[config.mk]
export PLATFORM = sky130hd
export DESIGN_NAME = ast_transceiver
export DESIGN_NICKNAME = d
export VERILOG_FILES = /design/src/logic/ast_pkg.sv /design/src/logic/ast_transceiver.sv
export SDC_FILE = /design/constraint.sdc
export NUM_CORES = 1
export LEC_CHECK = 0
export ABC_AREA = 1
export ABC_CLOCK_PERIOD_IN_PS = 5930
export BUFFER_PORTS_ARGS = -buffer_cell sky130_fd_sc_hd__buf_2
export CAP_MARGIN = 25
export CORE_UTILIZATION = 57
export CTS_CLUSTER_DIAMETER = 80
export CTS_CLUSTER_SIZE = 40
export DETAILED_ROUTE_END_ITERATION = 12
export PLACE_DENSITY = 0.8
export RECOVER_POWER = 50
export SLEW_MARGIN = 10
export SYNTH_ARGS = -nofsm -noshare
export SYNTH_HDL_FRONTEND = slang
export SYNTH_SLANG_ARGS = --single-unit
[constraint.sdc]
create_clock -name core_clk -period 5.93 [get_ports core_clk]
set_input_delay 0.8895 -clock core_clk [delete_from_list [all_inputs] [get_ports core_clk]]
set_output_delay 0.8895 -clock core_clk [all_outputs]
set_load 0.005 [all_outputs]
[src/logic/ast_pkg.sv]
// Shared constants, register map and types of the asynchronous serial transceiver.
`default_nettype none
package ast_pkg;

  ////////////////////////////////////////////////////////////////////////////
  // Register indices; the byte address is four times the index.
  localparam int ADDR_W = 14;
  localparam logic [11:0] IDX_DATA = 12'h0f1;
  localparam logic [11:0] IDX_STATUS = 12'h0f2;
  localparam logic [11:0] IDX_CONTROL = 12'h0f3;
  localparam logic [11:0] IDX_DIVISOR = 12'h0f4;

  ////////////////////////////////////////////////////////////////////////////
  // Reset values.
  localparam logic [7:0] CONTROL_RESET = 8'h00;
  localparam logic [7:0] DIVISOR_RESET = 8'hff;

  // Status bit positions.
  localparam int ST_RX_FULL = 7;
  localparam int ST_FRAMING = 6;
  localparam int ST_PARITY = 5;
  localparam int ST_OVERRUN = 4;
  localparam int ST_BREAK = 3;
  localparam int ST_TX_EMPTY = 2;
  localparam int ST_TX_DONE = 1;
  localparam int ST_TIMER = 0;

  // Control register layout, most significant bit first.
  typedef struct packed {
    logic tx_en;
    logic rx_en;
    logic tx_ie;
    logic par_en;
    logic par_odd;
    logic two_stop;
    logic filter_en;
    logic rx_ie;
  } ast_ctrl_t;

  ////////////////////////////////////////////////////////////////////////////
  // Timing: sixteen sample ticks per bit, the centre is the eighth.
  localparam logic [3:0] TICK_LAST = 4'hf;
  localparam logic [3:0] TICK_HALF = 4'h7;
  localparam logic [2:0] BIT_LAST = 3'h7;
  localparam logic [7:0] DIV_ONE = 8'h01;
  localparam logic [1:0] FILTER_LAST = 2'h2;

  typedef enum logic [2:0] {
    TX_IDLE = 3'h0,
    TX_START = 3'h1,
    TX_DATA = 3'h2,
    TX_PARITY = 3'h3,
    TX_STOP1 = 3'h4,
    TX_STOP2 = 3'h5
  } ast_tx_state_t;

  typedef enum logic [2:0] {
    RX_IDLE = 3'h0,
    RX_START = 3'h1,
    RX_DATA = 3'h2,
    RX_PARITY = 3'h3,
    RX_STOP = 3'h4,
    RX_WAIT_HIGH = 3'h5
  } ast_rx_state_t;

endpackage
`default_nettype wire

[src/logic/ast_transceiver.sv]
// Asynchronous serial transceiver with Avalon-MM register slave and baud generator.
//
// The Avalon-MM interface to the registers was decided locally.
`default_nettype none
module ast_transceiver (
  input wire logic core_clk,
  input wire logic rst,
  input wire logic [13:0] avs_address,
  input wire logic avs_read,
  input wire logic avs_write,
  input wire logic [31:0] avs_writedata,
  input wire logic [3:0] avs_byteenable,
  output logic [31:0] avs_readdata,
  output logic avs_waitrequest,
  output logic serial_tx_pin,
  output logic serial_tx_oe,
  input wire logic serial_rx_pin,
  output logic tx_irq,
  output logic rx_irq
);

  ////////////////////////////////////////////////////////////////////////////
  // Bus slave: every access takes two cycles, the first latches read data.
  logic ack_reg;
  logic [7:0] rdata_reg;
  ast_pkg::ast_ctrl_t ctrl_reg;
  logic [7:0] div_reg;
  logic [7:0] status;
  logic [7:0] rx_data_reg;

  wire [11:0] reg_index = avs_address[13:2];
  wire hit_data = reg_index == ast_pkg::IDX_DATA;
  wire hit_status = reg_index == ast_pkg::IDX_STATUS;
  wire hit_ctrl = reg_index == ast_pkg::IDX_CONTROL;
  wire hit_div = reg_index == ast_pkg::IDX_DIVISOR;
  wire do_write = avs_write & ack_reg & avs_byteenable[0];
  wire do_read = avs_read & ack_reg;
  wire wr_data = do_write & hit_data;
  wire wr_ctrl = do_write & hit_ctrl;
  wire wr_div = do_write & hit_div;
  wire rd_data = do_read & hit_data;
  wire rd_status = do_read & hit_status;
  wire [7:0] rd_mux = hit_data ? rx_data_reg :
                      hit_status ? status :
                      hit_ctrl ? ctrl_reg :
                      hit_div ? div_reg : 8'h00;

  assign avs_waitrequest = (avs_read | avs_write) & ~ack_reg;
  assign avs_readdata = {24'h000000, rdata_reg};

  always_ff @(posedge core_clk or posedge rst) begin
    if (rst) begin
      ack_reg <= 1'b0;
      rdata_reg <= 8'h00;
    end else begin
      ack_reg <= (avs_read | avs_write) & ~ack_reg;
      if (avs_read & ~ack_reg) begin
        rdata_reg <= rd_mux;
      end
    end
  end

  always_ff @(posedge core_clk or posedge rst) begin
    if (rst) begin
      ctrl_reg <= ast_pkg::CONTROL_RESET;
      div_reg <= ast_pkg::DIVISOR_RESET;
    end else begin
      if (wr_ctrl) begin
        ctrl_reg <= avs_writedata[7:0];
      end
      if (wr_div) begin
        div_reg <= avs_writedata[7:0];
      end
    end
  end

  ////////////////////////////////////////////////////////////////////////////
  // Baud generator. A divisor of zero wraps to 256, giving clock/4096 per bit.
  // The generator never looks at any processor halt state.
  logic [7:0] div_cnt_reg;
  logic [3:0] sixteenth_reg;
  wire sample_tick = div_cnt_reg == 8'h00;
  wire bit_tick = sample_tick & (sixteenth_reg == ast_pkg::TICK_LAST);

  always_ff @(posedge core_clk or posedge rst) begin
    if (rst) begin
      div_cnt_reg <= 8'h00;
      sixteenth_reg <= 4'h0;
    end else if (sample_tick) begin
      div_cnt_reg <= div_reg - ast_pkg::DIV_ONE;
      sixteenth_reg <= sixteenth_reg + 4'h1;
    end else begin
      div_cnt_reg <= div_cnt_reg - ast_pkg::DIV_ONE;
    end
  end

  // Timer timeout flag, cleared by a status read; a timeout in that cycle wins.
  logic timer_flag_reg;
  wire timer_event = bit_tick & ~ctrl_reg.tx_en & ~ctrl_reg.rx_en;

  always_ff @(posedge core_clk or posedge rst) begin
    if (rst) begin
      timer_flag_reg <= 1'b0;
    end else if (timer_event) begin
      timer_flag_reg <= 1'b1;
    end else if (rd_status) begin
      timer_flag_reg <= 1'b0;
    end
  end

  ////////////////////////////////////////////////////////////////////////////
  // Transmitter.
  ast_pkg::ast_tx_state_t tx_state_reg;
  logic [7:0] hold_reg;
  logic hold_full_reg;
  logic [7:0] tx_shift_reg;
  logic [2:0] tx_bit_reg;
  logic tx_par_reg;
  logic tx_pin_reg;

  wire tx_load = ctrl_reg.tx_en & bit_tick & (tx_state_reg == ast_pkg::TX_IDLE) & hold_full_reg;
  wire tx_ready = ctrl_reg.tx_en & ~hold_full_reg;
  wire tx_done = ~hold_full_reg & (tx_state_reg == ast_pkg::TX_IDLE);

  assign serial_tx_pin = tx_pin_reg;
  assign serial_tx_oe = ctrl_reg.tx_en;
  assign tx_irq = ctrl_reg.tx_ie & tx_ready;

  // A write in the cycle of a move keeps the new byte held, while the old byte still goes to the shifter.
  always_ff @(posedge core_clk or posedge rst) begin
    if (rst) begin
      hold_reg <= 8'h00;
      hold_full_reg <= 1'b0;
    end else if (~ctrl_reg.tx_en) begin
      hold_full_reg <= 1'b0;
    end else if (wr_data) begin
      hold_reg <= avs_writedata[7:0];
      hold_full_reg <= 1'b1;
    end else if (tx_load) begin
      hold_full_reg <= 1'b0;
    end
  end

  always_ff @(posedge core_clk or posedge rst) begin
    if (rst) begin
      tx_state_reg <= ast_pkg::TX_IDLE;
      tx_shift_reg <= 8'h00;
      tx_bit_reg <= 3'h0;
      tx_par_reg <= 1'b0;
      tx_pin_reg <= 1'b1;
    end else if (~ctrl_reg.tx_en) begin
      tx_state_reg <= ast_pkg::TX_IDLE;
      tx_pin_reg <= 1'b1;
    end else if (bit_tick) begin
      unique case (tx_state_reg)
        ast_pkg::TX_IDLE: begin
          if (hold_full_reg) begin
            tx_shift_reg <= hold_reg;
            tx_par_reg <= (^hold_reg) ^ ctrl_reg.par_odd;
            tx_pin_reg <= 1'b0;
            tx_state_reg <= ast_pkg::TX_START;
          end
        end
        ast_pkg::TX_START: begin
          tx_pin_reg <= tx_shift_reg[0];
          tx_bit_reg <= 3'h0;
          tx_state_reg <= ast_pkg::TX_DATA;
        end
        ast_pkg::TX_DATA: begin
          tx_shift_reg <= {1'b0, tx_shift_reg[7:1]};
          tx_bit_reg <= tx_bit_reg + 3'h1;
          if (tx_bit_reg != ast_pkg::BIT_LAST) begin
            tx_pin_reg <= tx_shift_reg[1];
          end else if (ctrl_reg.par_en) begin
            tx_pin_reg <= tx_par_reg;
            tx_state_reg <= ast_pkg::TX_PARITY;
          end else begin
            tx_pin_reg <= 1'b1;
            tx_state_reg <= ast_pkg::TX_STOP1;
          end
        end
        ast_pkg::TX_PARITY: begin
          tx_pin_reg <= 1'b1;
          tx_state_reg <= ast_pkg::TX_STOP1;
        end
        ast_pkg::TX_STOP1: begin
          tx_state_reg <= ctrl_reg.two_stop ? ast_pkg::TX_STOP2 : ast_pkg::TX_IDLE;
        end
        ast_pkg::TX_STOP2: begin
          tx_state_reg <= ast_pkg::TX_IDLE;
        end
        default: begin
          tx_state_reg <= ast_pkg::TX_IDLE;
          tx_pin_reg <= 1'b1;
        end
      endcase
    end
  end

  ////////////////////////////////////////////////////////////////////////////
  // Receive line: two-stage synchroniser, then an optional glitch filter that
  // needs three equal sample ticks in a row before the level is believed.
  logic rx_meta_reg;
  logic rx_sync_reg;
  logic rx_filt_reg;
  logic [1:0] filt_cnt_reg;

  always_ff @(posedge core_clk or posedge rst) begin
    if (rst) begin
      rx_meta_reg <= 1'b1;
      rx_sync_reg <= 1'b1;
    end else begin
      rx_meta_reg <= serial_rx_pin;
      rx_sync_reg <= rx_meta_reg;
    end
  end

  always_ff @(posedge core_clk or posedge rst) begin
    if (rst) begin
      rx_filt_reg <= 1'b1;
      filt_cnt_reg <= 2'h0;
    end else if (sample_tick) begin
      if (rx_sync_reg == rx_filt_reg) begin
        filt_cnt_reg <= 2'h0;
      end else if (filt_cnt_reg == ast_pkg::FILTER_LAST) begin
        rx_filt_reg <= rx_sync_reg;
        filt_cnt_reg <= 2'h0;
      end else begin
        filt_cnt_reg <= filt_cnt_reg + 2'h1;
      end
    end
  end

  wire rx_line = ctrl_reg.filter_en ? rx_filt_reg : rx_sync_reg;

  ////////////////////////////////////////////////////////////////////////////
  // Receiver.
  ast_pkg::ast_rx_state_t rx_state_reg;
  logic [3:0] rx_tick_reg;
  logic [2:0] rx_bit_reg;
  logic [7:0] rx_shift_reg;
  logic rx_zero_reg;
  logic rx_perr_reg;
  logic rx_full_reg;
  logic fe_reg;
  logic pe_reg;
  logic ovr_reg;
  logic brk_reg;

  wire rx_center = sample_tick & (rx_tick_reg == ast_pkg::TICK_LAST);
  wire rx_stop = rx_center & (rx_state_reg == ast_pkg::RX_STOP);
  wire stop_low = ~rx_line;
  wire is_break = rx_zero_reg & stop_low;
  wire store = rx_stop & ~rx_full_reg;
  wire overrun = rx_stop & rx_full_reg;

  always_ff @(posedge core_clk or posedge rst) begin
    if (rst) begin
      rx_state_reg <= ast_pkg::RX_IDLE;
      rx_tick_reg <= 4'h0;
      rx_bit_reg <= 3'h0;
      rx_shift_reg <= 8'h00;
      rx_zero_reg <= 1'b0;
      rx_perr_reg <= 1'b0;
    end else if (~ctrl_reg.rx_en) begin
      rx_state_reg <= ast_pkg::RX_IDLE;
    end else if (sample_tick) begin
      rx_tick_reg <= rx_tick_reg + 4'h1;
      unique case (rx_state_reg)
        ast_pkg::RX_IDLE: begin
          rx_tick_reg <= 4'h0;
          if (~rx_line) begin
            rx_state_reg <= ast_pkg::RX_START;
          end
        end
        ast_pkg::RX_START: begin
          if (rx_tick_reg == ast_pkg::TICK_HALF) begin
            rx_tick_reg <= 4'h0;
            rx_bit_reg <= 3'h0;
            rx_zero_reg <= 1'b1;
            rx_perr_reg <= 1'b0;
            rx_state_reg <= rx_line ? ast_pkg::RX_IDLE : ast_pkg::RX_DATA;
          end
        end
        ast_pkg::RX_DATA: begin
          if (rx_center) begin
            rx_shift_reg <= {rx_line, rx_shift_reg[7:1]};
            rx_zero_reg <= rx_zero_reg & ~rx_line;
            rx_bit_reg <= rx_bit_reg + 3'h1;
            if (rx_bit_reg == ast_pkg::BIT_LAST) begin
              rx_state_reg <= ctrl_reg.par_en ? ast_pkg::RX_PARITY : ast_pkg::RX_STOP;
            end
          end
        end
        ast_pkg::RX_PARITY: begin
          if (rx_center) begin
            rx_perr_reg <= (^{rx_shift_reg, rx_line}) != ctrl_reg.par_odd;
            rx_zero_reg <= rx_zero_reg & ~rx_line;
            rx_state_reg <= ast_pkg::RX_STOP;
          end
        end
        ast_pkg::RX_STOP: begin
          if (rx_center) begin
            rx_state_reg <= stop_low ? ast_pkg::RX_WAIT_HIGH : ast_pkg::RX_IDLE;
          end
        end
        ast_pkg::RX_WAIT_HIGH: begin
          if (rx_line) begin
            rx_state_reg <= ast_pkg::RX_IDLE;
          end
        end
        default: begin
          rx_state_reg <= ast_pkg::RX_IDLE;
        end
      endcase
    end
  end

  // Flags clear on a data read; a character ending in that same cycle wins.
  always_ff @(posedge core_clk or posedge rst) begin
    if (rst) begin
      rx_data_reg <= 8'h00;
      rx_full_reg <= 1'b0;
      fe_reg <= 1'b0;
      pe_reg <= 1'b0;
      ovr_reg <= 1'b0;
      brk_reg <= 1'b0;
    end else if (rx_stop) begin
      if (store) begin
        rx_data_reg <= rx_shift_reg;
      end
      rx_full_reg <= 1'b1;
      fe_reg <= fe_reg | stop_low;
      pe_reg <= pe_reg | rx_perr_reg;
      ovr_reg <= ovr_reg | overrun;
      brk_reg <= brk_reg | is_break;
    end else if (rd_data) begin
      rx_full_reg <= 1'b0;
      fe_reg <= 1'b0;
      pe_reg <= 1'b0;
      ovr_reg <= 1'b0;
      brk_reg <= 1'b0;
    end
  end

  // Status byte assembled from live state; see the package for bit positions.
  always_comb begin
    status = 8'h00;
    status[ast_pkg::ST_RX_FULL] = rx_full_reg;
    status[ast_pkg::ST_FRAMING] = fe_reg;
    status[ast_pkg::ST_PARITY] = pe_reg;
    status[ast_pkg::ST_OVERRUN] = ovr_reg;
    status[ast_pkg::ST_BREAK] = brk_reg;
    status[ast_pkg::ST_TX_EMPTY] = tx_ready;
    status[ast_pkg::ST_TX_DONE] = tx_done;
    status[ast_pkg::ST_TIMER] = timer_flag_reg;
  end

  // The receive request also carries errors and the timer timeout.
  assign rx_irq = (ctrl_reg.rx_ie & rx_full_reg) | fe_reg | pe_reg | ovr_reg | brk_reg | timer_flag_reg;
endmodule
`default_nettype wire

# ---- Yosys cells after proc, flatten, opt, wreduce, memory -nomap -nowiden
# Index checks and enable logic that the tools add are counted.
dict set report totals {
  rom_bits 0
  in_bits 55
  latch_bits 0
  ram_bits 0
  mem_count 0
  regBits 101
}
dict set report op_classes {
  magnitude_cmp 0
  bitwise 43
  reduce_logical 28
  n_addsub 7
  n_mul 0
  n_eq_ne 40
  muxes 58
  div 0
  shift 0
}
# cell count
set ops {}
lappend ops {{$mux 3} 18}
lappend ops {{$eq 12x8->1 const B} 4}
lappend ops {{$mux 8} 6}
lappend ops {{$ne 3x3->1 const B} 10}
lappend ops {{$and 1x1->1} 25}
lappend ops {{$mux 1} 21}
lappend ops {{$pmux 3 s6} 1}
lappend ops {{$pmux 8 s2} 1}
lappend ops {{$sub 8x1->8 const B} 2}
lappend ops {{$eq 3x3->1 const B} 5}
lappend ops {{$pmux 3 s5} 1}
lappend ops {{$reduce_and 5->1} 3}
lappend ops {{$reduce_bool 2->1} 7}
lappend ops {{$eq 3x2->1 const B} 4}
lappend ops {{$pmux 3 s2} 2}
lappend ops {{$reduce_and 3->1} 4}
lappend ops {{$reduce_and 4->1} 3}
lappend ops {{$ne 2x2->1 const B} 5}
lappend ops {{$or 1x1->1} 10}
lappend ops {{$reduce_xor 9->1} 1}
lappend ops {{$add 4x1->4 const B} 2}
lappend ops {{$eq 4x4->1 const B} 2}
lappend ops {{$logic_not 8->1} 1}
lappend ops {{$pmux 4 s2} 1}
lappend ops {{20 further kinds} 37}

# ---- Depth between registers and ports, before layout
# Gate-level depths: netlist of run 1.
dict set report logic_depth {
  ltp_word 8
  ltp_mapped 13
  depth_no_buf 12
}

# ---- Least setup slack after synthesis of run 1
# No wires, ideal clock.
dict set report synth_path {
  path_type {input to output}
  from {input port avs_write}
  to {output port avs_waitrequest}
  arrival_ns 1.037
  required_time_ns 5.041
  slack_ns 4.004
  n_path_buf 0
  stages 2
  cell_sequence {nor2_1 -> nor2_1}
}
dict set report synth_between {
  elab_chain_len 2
}
# item line_no
set synth_lines {}
lappend synth_lines {{start, declared} ast_transceiver.sv:10} ;# input wire logic avs_write,
lappend synth_lines {{$or 1x1->1} ast_transceiver.sv:48} ;# assign avs_waitrequest = (avs_read | avs_write) & ~ack_reg;
lappend synth_lines {{$and 1x1->1} ast_transceiver.sv:48}
lappend synth_lines {{end, declared} ast_transceiver.sv:14} ;# output logic avs_waitrequest,
# Every way passes these cells.

# ---- Worst setup path after layout of run 1
dict set report layout_path {
  from {register div_cnt_reg[1]}
  to {register tx_shift_reg[5]}
}
dict set report layout_between {
  elab_chain_len 3
}
# item line_no
set layout_lines {}
lappend layout_lines {{start, declared} ast_transceiver.sv:80} ;# logic [7:0] div_cnt_reg;
lappend layout_lines {{start signal, assigned} ast_transceiver.sv:90} ;# div_cnt_reg <= div_reg - ast_pkg::DIV_ONE;
lappend layout_lines {{start signal, assigned} ast_transceiver.sv:93} ;# div_cnt_reg <= div_cnt_reg - ast_pkg::DIV_ONE;
lappend layout_lines {{$logic_not 8->1} ast_transceiver.sv:82} ;# wire sample_tick = div_cnt_reg == 8'h00;
lappend layout_lines {{$and 1x1->1} ast_transceiver.sv:83} ;# wire bit_tick = sample_tick & (sixteenth_reg == ast_pkg::TICK_LAST);
lappend layout_lines {{$reduce_and 4->1 (no line)} --}
lappend layout_lines {{end signal, assigned} ast_transceiver.sv:158} ;# tx_shift_reg <= hold_reg;
lappend layout_lines {{end signal, assigned} ast_transceiver.sv:170} ;# tx_shift_reg <= {1'b0, tx_shift_reg[7:1]};
lappend layout_lines {{end, declared} ast_transceiver.sv:116} ;# logic [7:0] tx_shift_reg;
# Every way passes these cells.
# A chain may end at the register's enable or synchronous reset.

==> results.json, run 1 <==
{
  "dieArea_sq_um": 10300,
  "rsz0062_at_grt": "no",
  "first_pass_iters": 5,
  "critPathLaunchType": "flip-flop",
  "synth_top_family_by_area": "simple AND/OR/NAND/NOR gates",
  "grt_usage_pct": 24.0,
  "r2r-start": "div_cnt_reg[1]",
  "failed_checks": "capacitance limit, slew limit",
  "min_path_cells": 0,
  "hold_end": "rx_sync_reg",
  "syn_inst": 668,
  "cts_buffers": 9,
  "synthTopCellsByArea": "dfrtp_1, nand2_1, dfstp_2, inv_1, o21ai_2",
  "relSlewSlack_pct": -15.1,
  "p_leak_uw": 0.00284,
  "grt_pass1_vias": 4268,
  "htree_levels": 3,
  "cts.sinks": 101,
  "final.setup_skew_ns": 0.0154,
  "swShare_pct": 25.2,
  "ys_ff_latch": 101,
  "ctsHoldBuffers": 0,
  "cp.required_ns": 6.20,
  "final.setup.tns_ns": 0,
  "r2r_cells": 8,
  "grt-ovfl-total": 0,
  "cts_tree": "done",
  "timing.final.max_slew_violations": 93,
  "setup_violations": 0,
  "grt_pass1_wl_um": 19200,
  "synth_top_area_share_pct": 39.3,
  "peakVddDrop_uv": 156,
  "synth_compound_area_share_pct": 11.5,
  "drive_gt1_share_pct": 17.7,
  "worstMarginPinSlew_ns": 1.73,
  "dp_hpwl_um": 8520,
  "via_count": 4459,
  "cts_root_buffer": "clkbuf_8",
  "status": "finished with violations",
  "utilization_pct": 61.0,
  "antennaDiodeCount": 0,
  "synth_warnings": 0,
  "p_int_uw": 859,
  "drc": 0,
  "grt_max_degree": 71,
  "gp_congestion": 0.884,
  "final.min_clock_period_ns": 3.09,
  "dp_cells": 828,
  "powerDensity_nw_per_um2": 194,
  "clkPwrFrac_pct": 35.6,
  "critical_path_class": "flip-flop to flip-flop",
  "placeableCoreArea_sq_um": 9680,
  "cts_resized": 0,
  "reg2reg_slack_ns": 2.84,
  "synth_xor_area_share_pct": 2.32,
  "row_count": 36,
  "antenna_found_initial": 0,
  "cp_max_fo": 21,
  "nNetsFinal": 768,
  "start_util_pct": 58.5,
  "die_h_um": 102,
  "muxShareOfSynthArea_pct": 1.24,
  "max_cap_violations": 2,
  "crit_arrival_ns": 3.36,
  "synth_seq_area_share_pct": 44.9,
  "min_from": "rx_meta_reg",
  "fin_cells": 844,
  "yosysTopAreaCell": "dfrtp_1",
  "hold_class": "flip-flop to flip-flop",
  "wl_per_cell_um": 13.5,
  "io_pins": 92,
  "yosys.area_share.adder_pct": 1.55,
  "seqPwrFrac_pct": 60.4,
  "r2r_end": "tx_shift_reg[5]",
  "p_sw_uw": 289,
  "syn_avg_cell_area_sq_um": 8.48,
  "crit_start": "div_cnt_reg[1]",
  "fmax_ghz": 0.324,
  "hold_viol_final": 0,
  "synthSimpleGateAreaFrac_pct": 28.3,
  "cts_setup_buffers": 0,
  "clk_latency_ns": 0.39,
  "final_antenna_net_count": 0,
  "postRouteWirelength_um": 11400,
  "clockBufferDepth": 2,
  "die_x_um": 102,
  "endpoint_kind": "flip-flop",
  "pwr-share-comb_pct": 4.1,
  "path_clk_slew_ns": 0.10,
  "ys_types": 43,
  "portBuffers": 38,
  "netlist_area_sq_um": 5660,
  "viasPerCell": 5.28,
  "n_fill_cell": 847,
  "dr.first_iter.drc_count": 250,
  "min_period_over_period_pct": 52.1,
  "syn2layout_area_growth_pct": 4.26
}
-- placed cells by master, fill, tap and decap left out, types with 2 or more instances in the layout --
cell	instances
a31oi_1	2
nor2_2	9
nand3_1	41
clkbuf_1	8
nand2_2	11
o21ai_1	21
clkinvlp_2	2
conb_1	24
nand2_4	2
nor2_1	28
nor3_1	5
nand4_4	3
buf_2	31
clkbuf_8	9
nand3b_1	2
dfrtp_1	89
inv_1	73
o21ai_0	31
dfstp_2	12
xnor2_1	7
xor2_1	8
nand3_2	2
mux2i_1	7
o21ai_2	21
o31ai_1	2
clkinv_4	4
inv_2	4
o22ai_1	3
nand2_1	196
a21oi_1	13
nor2_4	6
nand4_1	12
ha_1	7
nor3_2	5
-- metal layers --
layer | wire length, um | GRT usage, % | part of all wire [%] | up-vias
met5 | 0 | 0 | 0 | -
met4 | 285 | 10.1 | 2.5 | 0
met3 | 562 | 6.21 | 4.9 | 28
met2 | 5540 | 41.1 | 49 | 142
met1 | 5000 | 28.5 | 44 | 2115
li1 | - | - | - | 2174
-- cell usage after synthesis, drive strengths merged --
master / count
a31oi: 2
nor2: 43
o31ai: 2
conb: 1
xnor2: 7
or2: 1
o221ai: 1
o22ai: 3
dfstp: 12
o21ai: 73
clkinv: 1
o2111ai: 2
a21o: 1
inv: 78
ha: 7
a22oi: 1
nor3: 11
nand2: 209
mux2i: 7
a21oi: 13
buf: 35
nand4: 15
nand3b: 2
o21a: 1
nand3: 43
xor2: 8
dfrtp: 89
-- power groups by stage --
stage          clock [uW]  combinational (uW)  sequential, uW
2_1_floorplan           0                40.9             705
3_3_place_gp            0                47.8             706
3_5_place_dp            0                49.2             706
4_1_cts               416                49.6             693
5_1_grt               447                54.9             693
6_report              408                46.5             693
-- area by class of cell --
type	instances	area, sq um	area share, %
clock buffer	10	128	2.16
sequential	101	2540	43.1
tap	133	166	2.82
inverter	79	299	5.06
multi-input combinational	476	2530	42.9
clock inverter	6	48.8	0.826
timing repair buffer	39	186	3.16
-- worst max-delay path, stage by stage, from the launching register on --
cell and delay [ns]:
dfrtp_1 0.42, nor2_1 0.14, nand3_2 0.08, nor2_1 1.17, inv_1 0.35, nor2_4 0.28, o2111ai_4 0.30, nand2_1 0.17
o21ai_2 0.07
-- worst max path at each step --
stage | end | slack, ns | cells past startpoint
finish | tx_shift_reg[5] | 2.84 | 8
global route | ctrl_reg[2] | 2.36 | 3
CTS | tx_irq | 3.26 | 4
detailed placement | tx_irq | 3.70 | 4
global placement | tx_irq | 3.71 | 4
floorplan | ack_reg | 2.41 | 1
-- per-stage QoR --
| stage | setup slack [ns] | hold slack, ns | power (uW) | instance area, sq um |
|---|---|---|---|---|
| floorplan | 2.41 | 0.345 | 746 | 5750 |
| finish | 2.84 | 0.371 | 1150 | 5900 |
| CTS | 3.26 | 0.371 | 1160 | 6020 |
| global placement | 3.71 | 0.352 | 754 | 5840 |
| detailed placement | 3.70 | 0.357 | 755 | 5840 |
| global route | 2.36 | 0.375 | 1200 | 5900 |
-- cells by family after synthesis --
kind of cell	count (synthesis)
xor+xnor	15
compound gates	99
buf+inv	114
other cells	1
simple gates	324
fa+ha+maj	7
mux	7
flops	101
Note: power is estimated with default switching activity, not from simulation.
==> inputs of run 2 (changes only) <==
--- a/config.mk
+++ b/config.mk
@@ -6,7 +6,7 @@
 export NUM_CORES = 1
 export LEC_CHECK = 0
 export ABC_AREA = 1
-export ABC_CLOCK_PERIOD_IN_PS = 5930
+export ABC_CLOCK_PERIOD_IN_PS = 2900
 export BUFFER_PORTS_ARGS = -buffer_cell sky130_fd_sc_hd__buf_2
 export CAP_MARGIN = 25
 export CORE_UTILIZATION = 57
==> constraint.sdc (replaced) <==
create_clock -name core_clk -period 2.9 [get_ports core_clk]
set_input_delay 0.435 -clock core_clk [delete_from_list [all_inputs] [get_ports core_clk]]
set_output_delay 0.435 -clock core_clk [all_outputs]
set_load 0.005 [all_outputs]
==> run 2 against run 1 <==
The run now ends clean. Total power rose by 120%. Sequential cell count unchanged. Non-clock buffer count increased by 1. Routed wire length up 0.91%. Combinational power rose by 120%. Sequential power up 100%. Via count fell by 0.45%. Register-to-register slack worse by 1.9 ns.
==> results.json, run 2 (synthesized netlist as in run 1, its figures left out) <==
{
  "grt_max_degree": 102,
  "relSlewSlack_pct": 61.4,
  "path_buf_inv": 2,
  "htree_levels": 3,
  "die_x_um": 102,
  "wl_per_cell_um": 13.6,
  "gp_congestion": 0.947,
  "grt_pass1_wl_um": 19300,
  "multi_input_area_sq_um": 2630,
  "final_antenna_net_count": 0,
  "min_period_over_period_pct": 76.5,
  "ctsHoldBuffers": 0,
  "clk_latency_ns": 0.39,
  "portBuffers": 38,
  "cts_tree": "done",
  "antennaDiodeCount": 0,
  "grt_usage_pct": 24.5,
  "p_leak_uw": 0.00297,
  "final.setup_skew_ns": 0.00879,
  "powerDensity_nw_per_um2": 412,
  "dieArea_sq_um": 10300,
  "rsz0062_at_grt": "no",
  "start_util_pct": 58.5,
  "critical_path_class": "flip-flop to primary output",
  "path_cells": "inv_1 > or2_1 > nor2_1 > buf_2",
  "max_cap_violations": 0,
  "syn2layout_area_growth_pct": 7.25,
  "path_clk_slew_ns": 0.10,
  "setup_violations": 0,
  "peakVddDrop_uv": 318,
  "status": "complete, no violations",
  "hold_class": "primary input to flip-flop",
  "timing.final.max_slew_violations": 0,
  "n_fill_cell": 808,
  "worst_path_max_delay_cell": "dfrtp_1",
  "dr.first_iter.drc_count": 289,
  "io_pins": 92,
  "layout_common_cells": "nand2_1, dfrtp_1, inv_1",
  "crit_path_max_incr_delay_ns": 0.71,
  "antenna_found_initial": 0,
  "utilization_pct": 62.7,
  "final.min_clock_period_ns": 2.22,
  "clockBufferDepth": 2,
  "crit_arrival_ns": 1.78,
  "endpoint_kind": "primary output",
  "die_h_um": 102,
  "worstMarginPinSlew_ns": 0.578,
  "mostFrequentLayoutCell": "nand2_1",
  "drive_gt1_share_pct": 21.2,
  "viasPerCell": 5.25,
  "cts_root_buffer": "clkbuf_8",
  "grt_pass1_vias": 4206,
  "postRouteWirelength_um": 11500,
  "first_pass_iters": 5,
  "cts_resized": 0,
  "critical_path.top_delay_family": "flip-flops",
  "cp_max_fo": 14,
  "fmax_ghz": 0.451,
  "cp.required_ns": 2.47,
  "grt-ovfl-total": 0,
  "critPathLaunchType": "flip-flop",
  "cts.sinks": 101,
  "hold_viol_final": 0,
  "via_count": 4439,
  "cts_setup_buffers": 0,
  "dp_hpwl_um": 8550,
  "nNetsFinal": 769,
  "totalPowerFinal_uw": 2500,
  "placeableCoreArea_sq_um": 9680,
  "row_count": 36,
  "drc": 0,
  "final.setup.tns_ns": 0,
  "cts_buffers": 9,
  "regArea_sq_um": 2540
}
[run 2: cell count changes in the layout (fill, tap and decap cells not counted), sizes merged]
cell,change
buf,+8
bufinv,+2
clkbuf,-7
clkinv,-3
clkinvlp,+2
inv,-1
[run 2: path summary, 6_finish.rpt]
check / to / cells past startpoint / slack [ns] / from
setup / recovery: tx_irq / 4 / 0.68 / serial_tx_oe
max in group asynchronous: rx_meta_reg / 3 / 2.28 / rst
hold reg to reg: rx_sync_reg / 0 / 0.37 / rx_meta_reg
hold / removal: rx_meta_reg / 1 / 0.14 / serial_rx_pin
min in group asynchronous: hold_reg[4] / 3 / 0.19 / rst
setup reg to reg: tx_shift_reg[6] / 8 / 0.92 / div_cnt_reg[7]
[run 2: routing by layer]
metal  global-route usage (%)  vias to the layer above  part of all wire, %
li1                         -                     2194                    -
met1                     30.1                     2113                   44
met4                     9.14                        0                  2.4
met2                     41.1                      109                   49
met3                     6.83                       23                  4.8
met5                        0                        -                    0
[run 2: report_power, final]
| group | switching (uW) | internal [uW] |
|---|---|---|
| clock | 500 | 484 |
| combinational | 75.7 | 25.2 |
| sequential | 3.54 | 1410 |
[run 2: layout make-up]
cell class / instances / area share, %
Clock buffer: 10 / 2.10
Clock inverter: 6 / 1.44
Inverter: 79 / 4.92
Multi-Input combinational cell: 476 / 43.4
Sequential cell: 101 / 41.9
Tap cell: 133 / 2.74
Timing Repair Buffer: 40 / 3.56
[run 2: per-stage QoR]
| step | area, sq um | setup slack (ns) | hold WS, ns | std cells |
|---|---|---|---|---|
| 3_3_place_gp | 5860 | 1.01 | 0.351 | 829 |
| 4_1_cts | 6080 | 0.678 | 0.126 | 845 |
| 5_1_grt | 6070 | 0.561 | 0.129 | 845 |
| 2_1_floorplan | 5750 | 1.27 | 0.345 | 691 |
| 3_5_place_dp | 5860 | 0.942 | 0.361 | 829 |
| 6_report | 6070 | 0.682 | 0.139 | 845 |
==> inputs of run 3 (changes only) <==
--- a/config.mk
+++ b/config.mk
@@ -6,7 +6,7 @@
 export NUM_CORES = 1
 export LEC_CHECK = 0
 export ABC_AREA = 1
-export ABC_CLOCK_PERIOD_IN_PS = 2900
+export ABC_CLOCK_PERIOD_IN_PS = 2200
 export BUFFER_PORTS_ARGS = -buffer_cell sky130_fd_sc_hd__buf_2
 export CAP_MARGIN = 25
 export CORE_UTILIZATION = 57
==> constraint.sdc (replaced) <==
create_clock -name core_clk -period 2.2 [get_ports core_clk]
set_input_delay 0.33 -clock core_clk [delete_from_list [all_inputs] [get_ports core_clk]]
set_output_delay 0.33 -clock core_clk [all_outputs]
set_load 0.005 [all_outputs]
==> run 3 against run 2 <==
The run now ends with DRC left. Via count fell by 1.1%. Final cell count rose by 0.83%. Worst setup slack got worse by 0.31 ns. Global-route usage barely moved. Critical path depth rose by 4. Non-clock buffer count rose by 7. Routed wire length rose by 1.3%.
==> results.json, run 3 (synthesized netlist as in run 1, its figures left out) <==
{
  "cts.sinks": 101,
  "die_h_um": 102,
  "cp.required_ns": 2.47,
  "cts_buffers": 9,
  "cts_tree": "done",
  "via_count": 4390,
  "dr.first_iter.drc_count": 217,
  "nNetsFinal": 776,
  "clk_latency_ns": 0.38,
  "critical_path_class": "flip-flop to flip-flop",
  "clockBufferDepth": 2,
  "grt_pass1_vias": 4133,
  "final_antenna_net_count": 0,
  "postRouteWirelength_um": 11600,
  "syn2layout_area_growth_pct": 8.64,
  "timing.final.max_slew_violations": 0,
  "ctsHoldBuffers": 1,
  "dieArea_sq_um": 10300,
  "path_clk_slew_ns": 0.10,
  "grt_usage_pct": 24.5,
  "final.setup_skew_ns": 0.0123,
  "worstMarginPinSlew_ns": 0.719,
  "cts_root_buffer": "clkbuf_8",
  "drive_gt1_share_pct": 22.0,
  "setup_violations": 0,
  "min_period_over_period_pct": 82.9,
  "mostFrequentLayoutCell": "nand2_1",
  "antennaDiodeCount": 0,
  "cp_max_fo": 15,
  "row_count": 36,
  "rsz0062_at_grt": "no",
  "failed_checks": "DRC",
  "utilization_pct": 63.5,
  "final.min_clock_period_ns": 1.82,
  "p_leak_uw": 0.00303,
  "antenna_found_initial": 0,
  "die_x_um": 102,
  "endpoint_kind": "flip-flop",
  "max_cap_violations": 0,
  "io_pins": 92,
  "hold_class": "primary input to flip-flop",
  "htree_levels": 3,
  "grt-ovfl-total": 0,
  "peakVddDrop_uv": 347,
  "status": "finished with violations",
  "wl_per_cell_um": 13.7,
  "fmax_ghz": 0.548,
  "placeableCoreArea_sq_um": 9680,
  "dp_hpwl_um": 8840,
  "layout_common_cells": "nand2_1, dfrtp_1, inv_1",
  "viasPerCell": 5.15,
  "cts_setup_buffers": 0,
  "relSlewSlack_pct": 51.8,
  "grt_max_degree": 53,
  "portBuffers": 38,
  "drc": 1,
  "start_util_pct": 58.5,
  "first_pass_iters": 9,
  "final.setup.tns_ns": 0,
  "hold_viol_final": 0,
  "crit_arrival_ns": 2.09,
  "powerDensity_nw_per_um2": 563,
  "critPathLaunchType": "flip-flop",
  "cts_resized": 0,
  "grt_pass1_wl_um": 19500,
  "gp_congestion": 0.897
}
==> run 3: changes by cell type in the layout (fill, tap and decap cells not counted), sizes merged <==
cell,previous run,this run
buf,39,42
bufinv,2,3
clkbuf,11,14
clkinv,2,3
clkinvlp,4,1
dlygate4sd3,0,1
inv,77,78
==> run 3: report_power, final <==
part	leakage [uW]	switching [uW]	internal, uW
clock network	0.000129	661	798
logic	0.00160	101	34.8
registers	0.00130	4.15	1860
total	0.00303	766	2700
==> run 3: final timing paths <==
kind / start / endpoint / slack, ns / cells after the start
setup / recovery: div_cnt_reg[7] / tx_shift_reg[1] / 0.38 / 8
hold / removal: serial_rx_pin / rx_meta_reg / 0.05 / 1
setup reg to reg: div_cnt_reg[7] / tx_shift_reg[1] / 0.38 / 8
hold reg to reg: rx_meta_reg / rx_sync_reg / 0.36 / 0
max in group asynchronous: rst / rx_tick_reg[0] / 0.46 / 4
min in group asynchronous: rst / hold_reg[3] / 0.55 / 3
==> run 3: per-layer routing <==
layer,track usage (%),routed length [um]
met3,5.80,549
met2,40.6,5670
met4,8.36,242
met1,31.5,5180
met5,0,0
==> run 3: final cells by class <==
class,instances,area [sq um]
clock buffers,10,138
clock inverters,6,119
fillers,803,3530
inverters,79,299
multi-input cells,476,2630
flip-flops and latches,101,2540
well taps,133,166
repair buffers,47,254
==> run 3: worst max-delay path, stage by stage (launching register included) <==
cell and delay [ns]:
dfrtp_1 0.40, nor2_2 0.17, nand2_2 0.09, nor2_4 0.26
inv_2 0.11, nor2_4 0.16, o2111ai_4 0.28, nand2_1 0.17
o21ai_2 0.07
==> run 3: through the flow <==
stage          power [uW]  hold slack (ns)  worst slack (ns)  instances  cell area (sq um)
2_1_floorplan        2010            0.334             0.615        691               5750
3_3_place_gp         2040            0.333             0.473        835               5910
3_5_place_dp         2040            0.345             0.374        835               5910
4_1_cts              3490           0.0334             0.362        852               6170
5_1_grt              3570           0.0315             0.235        852               6150
6_report             3460           0.0461             0.376        852               6150
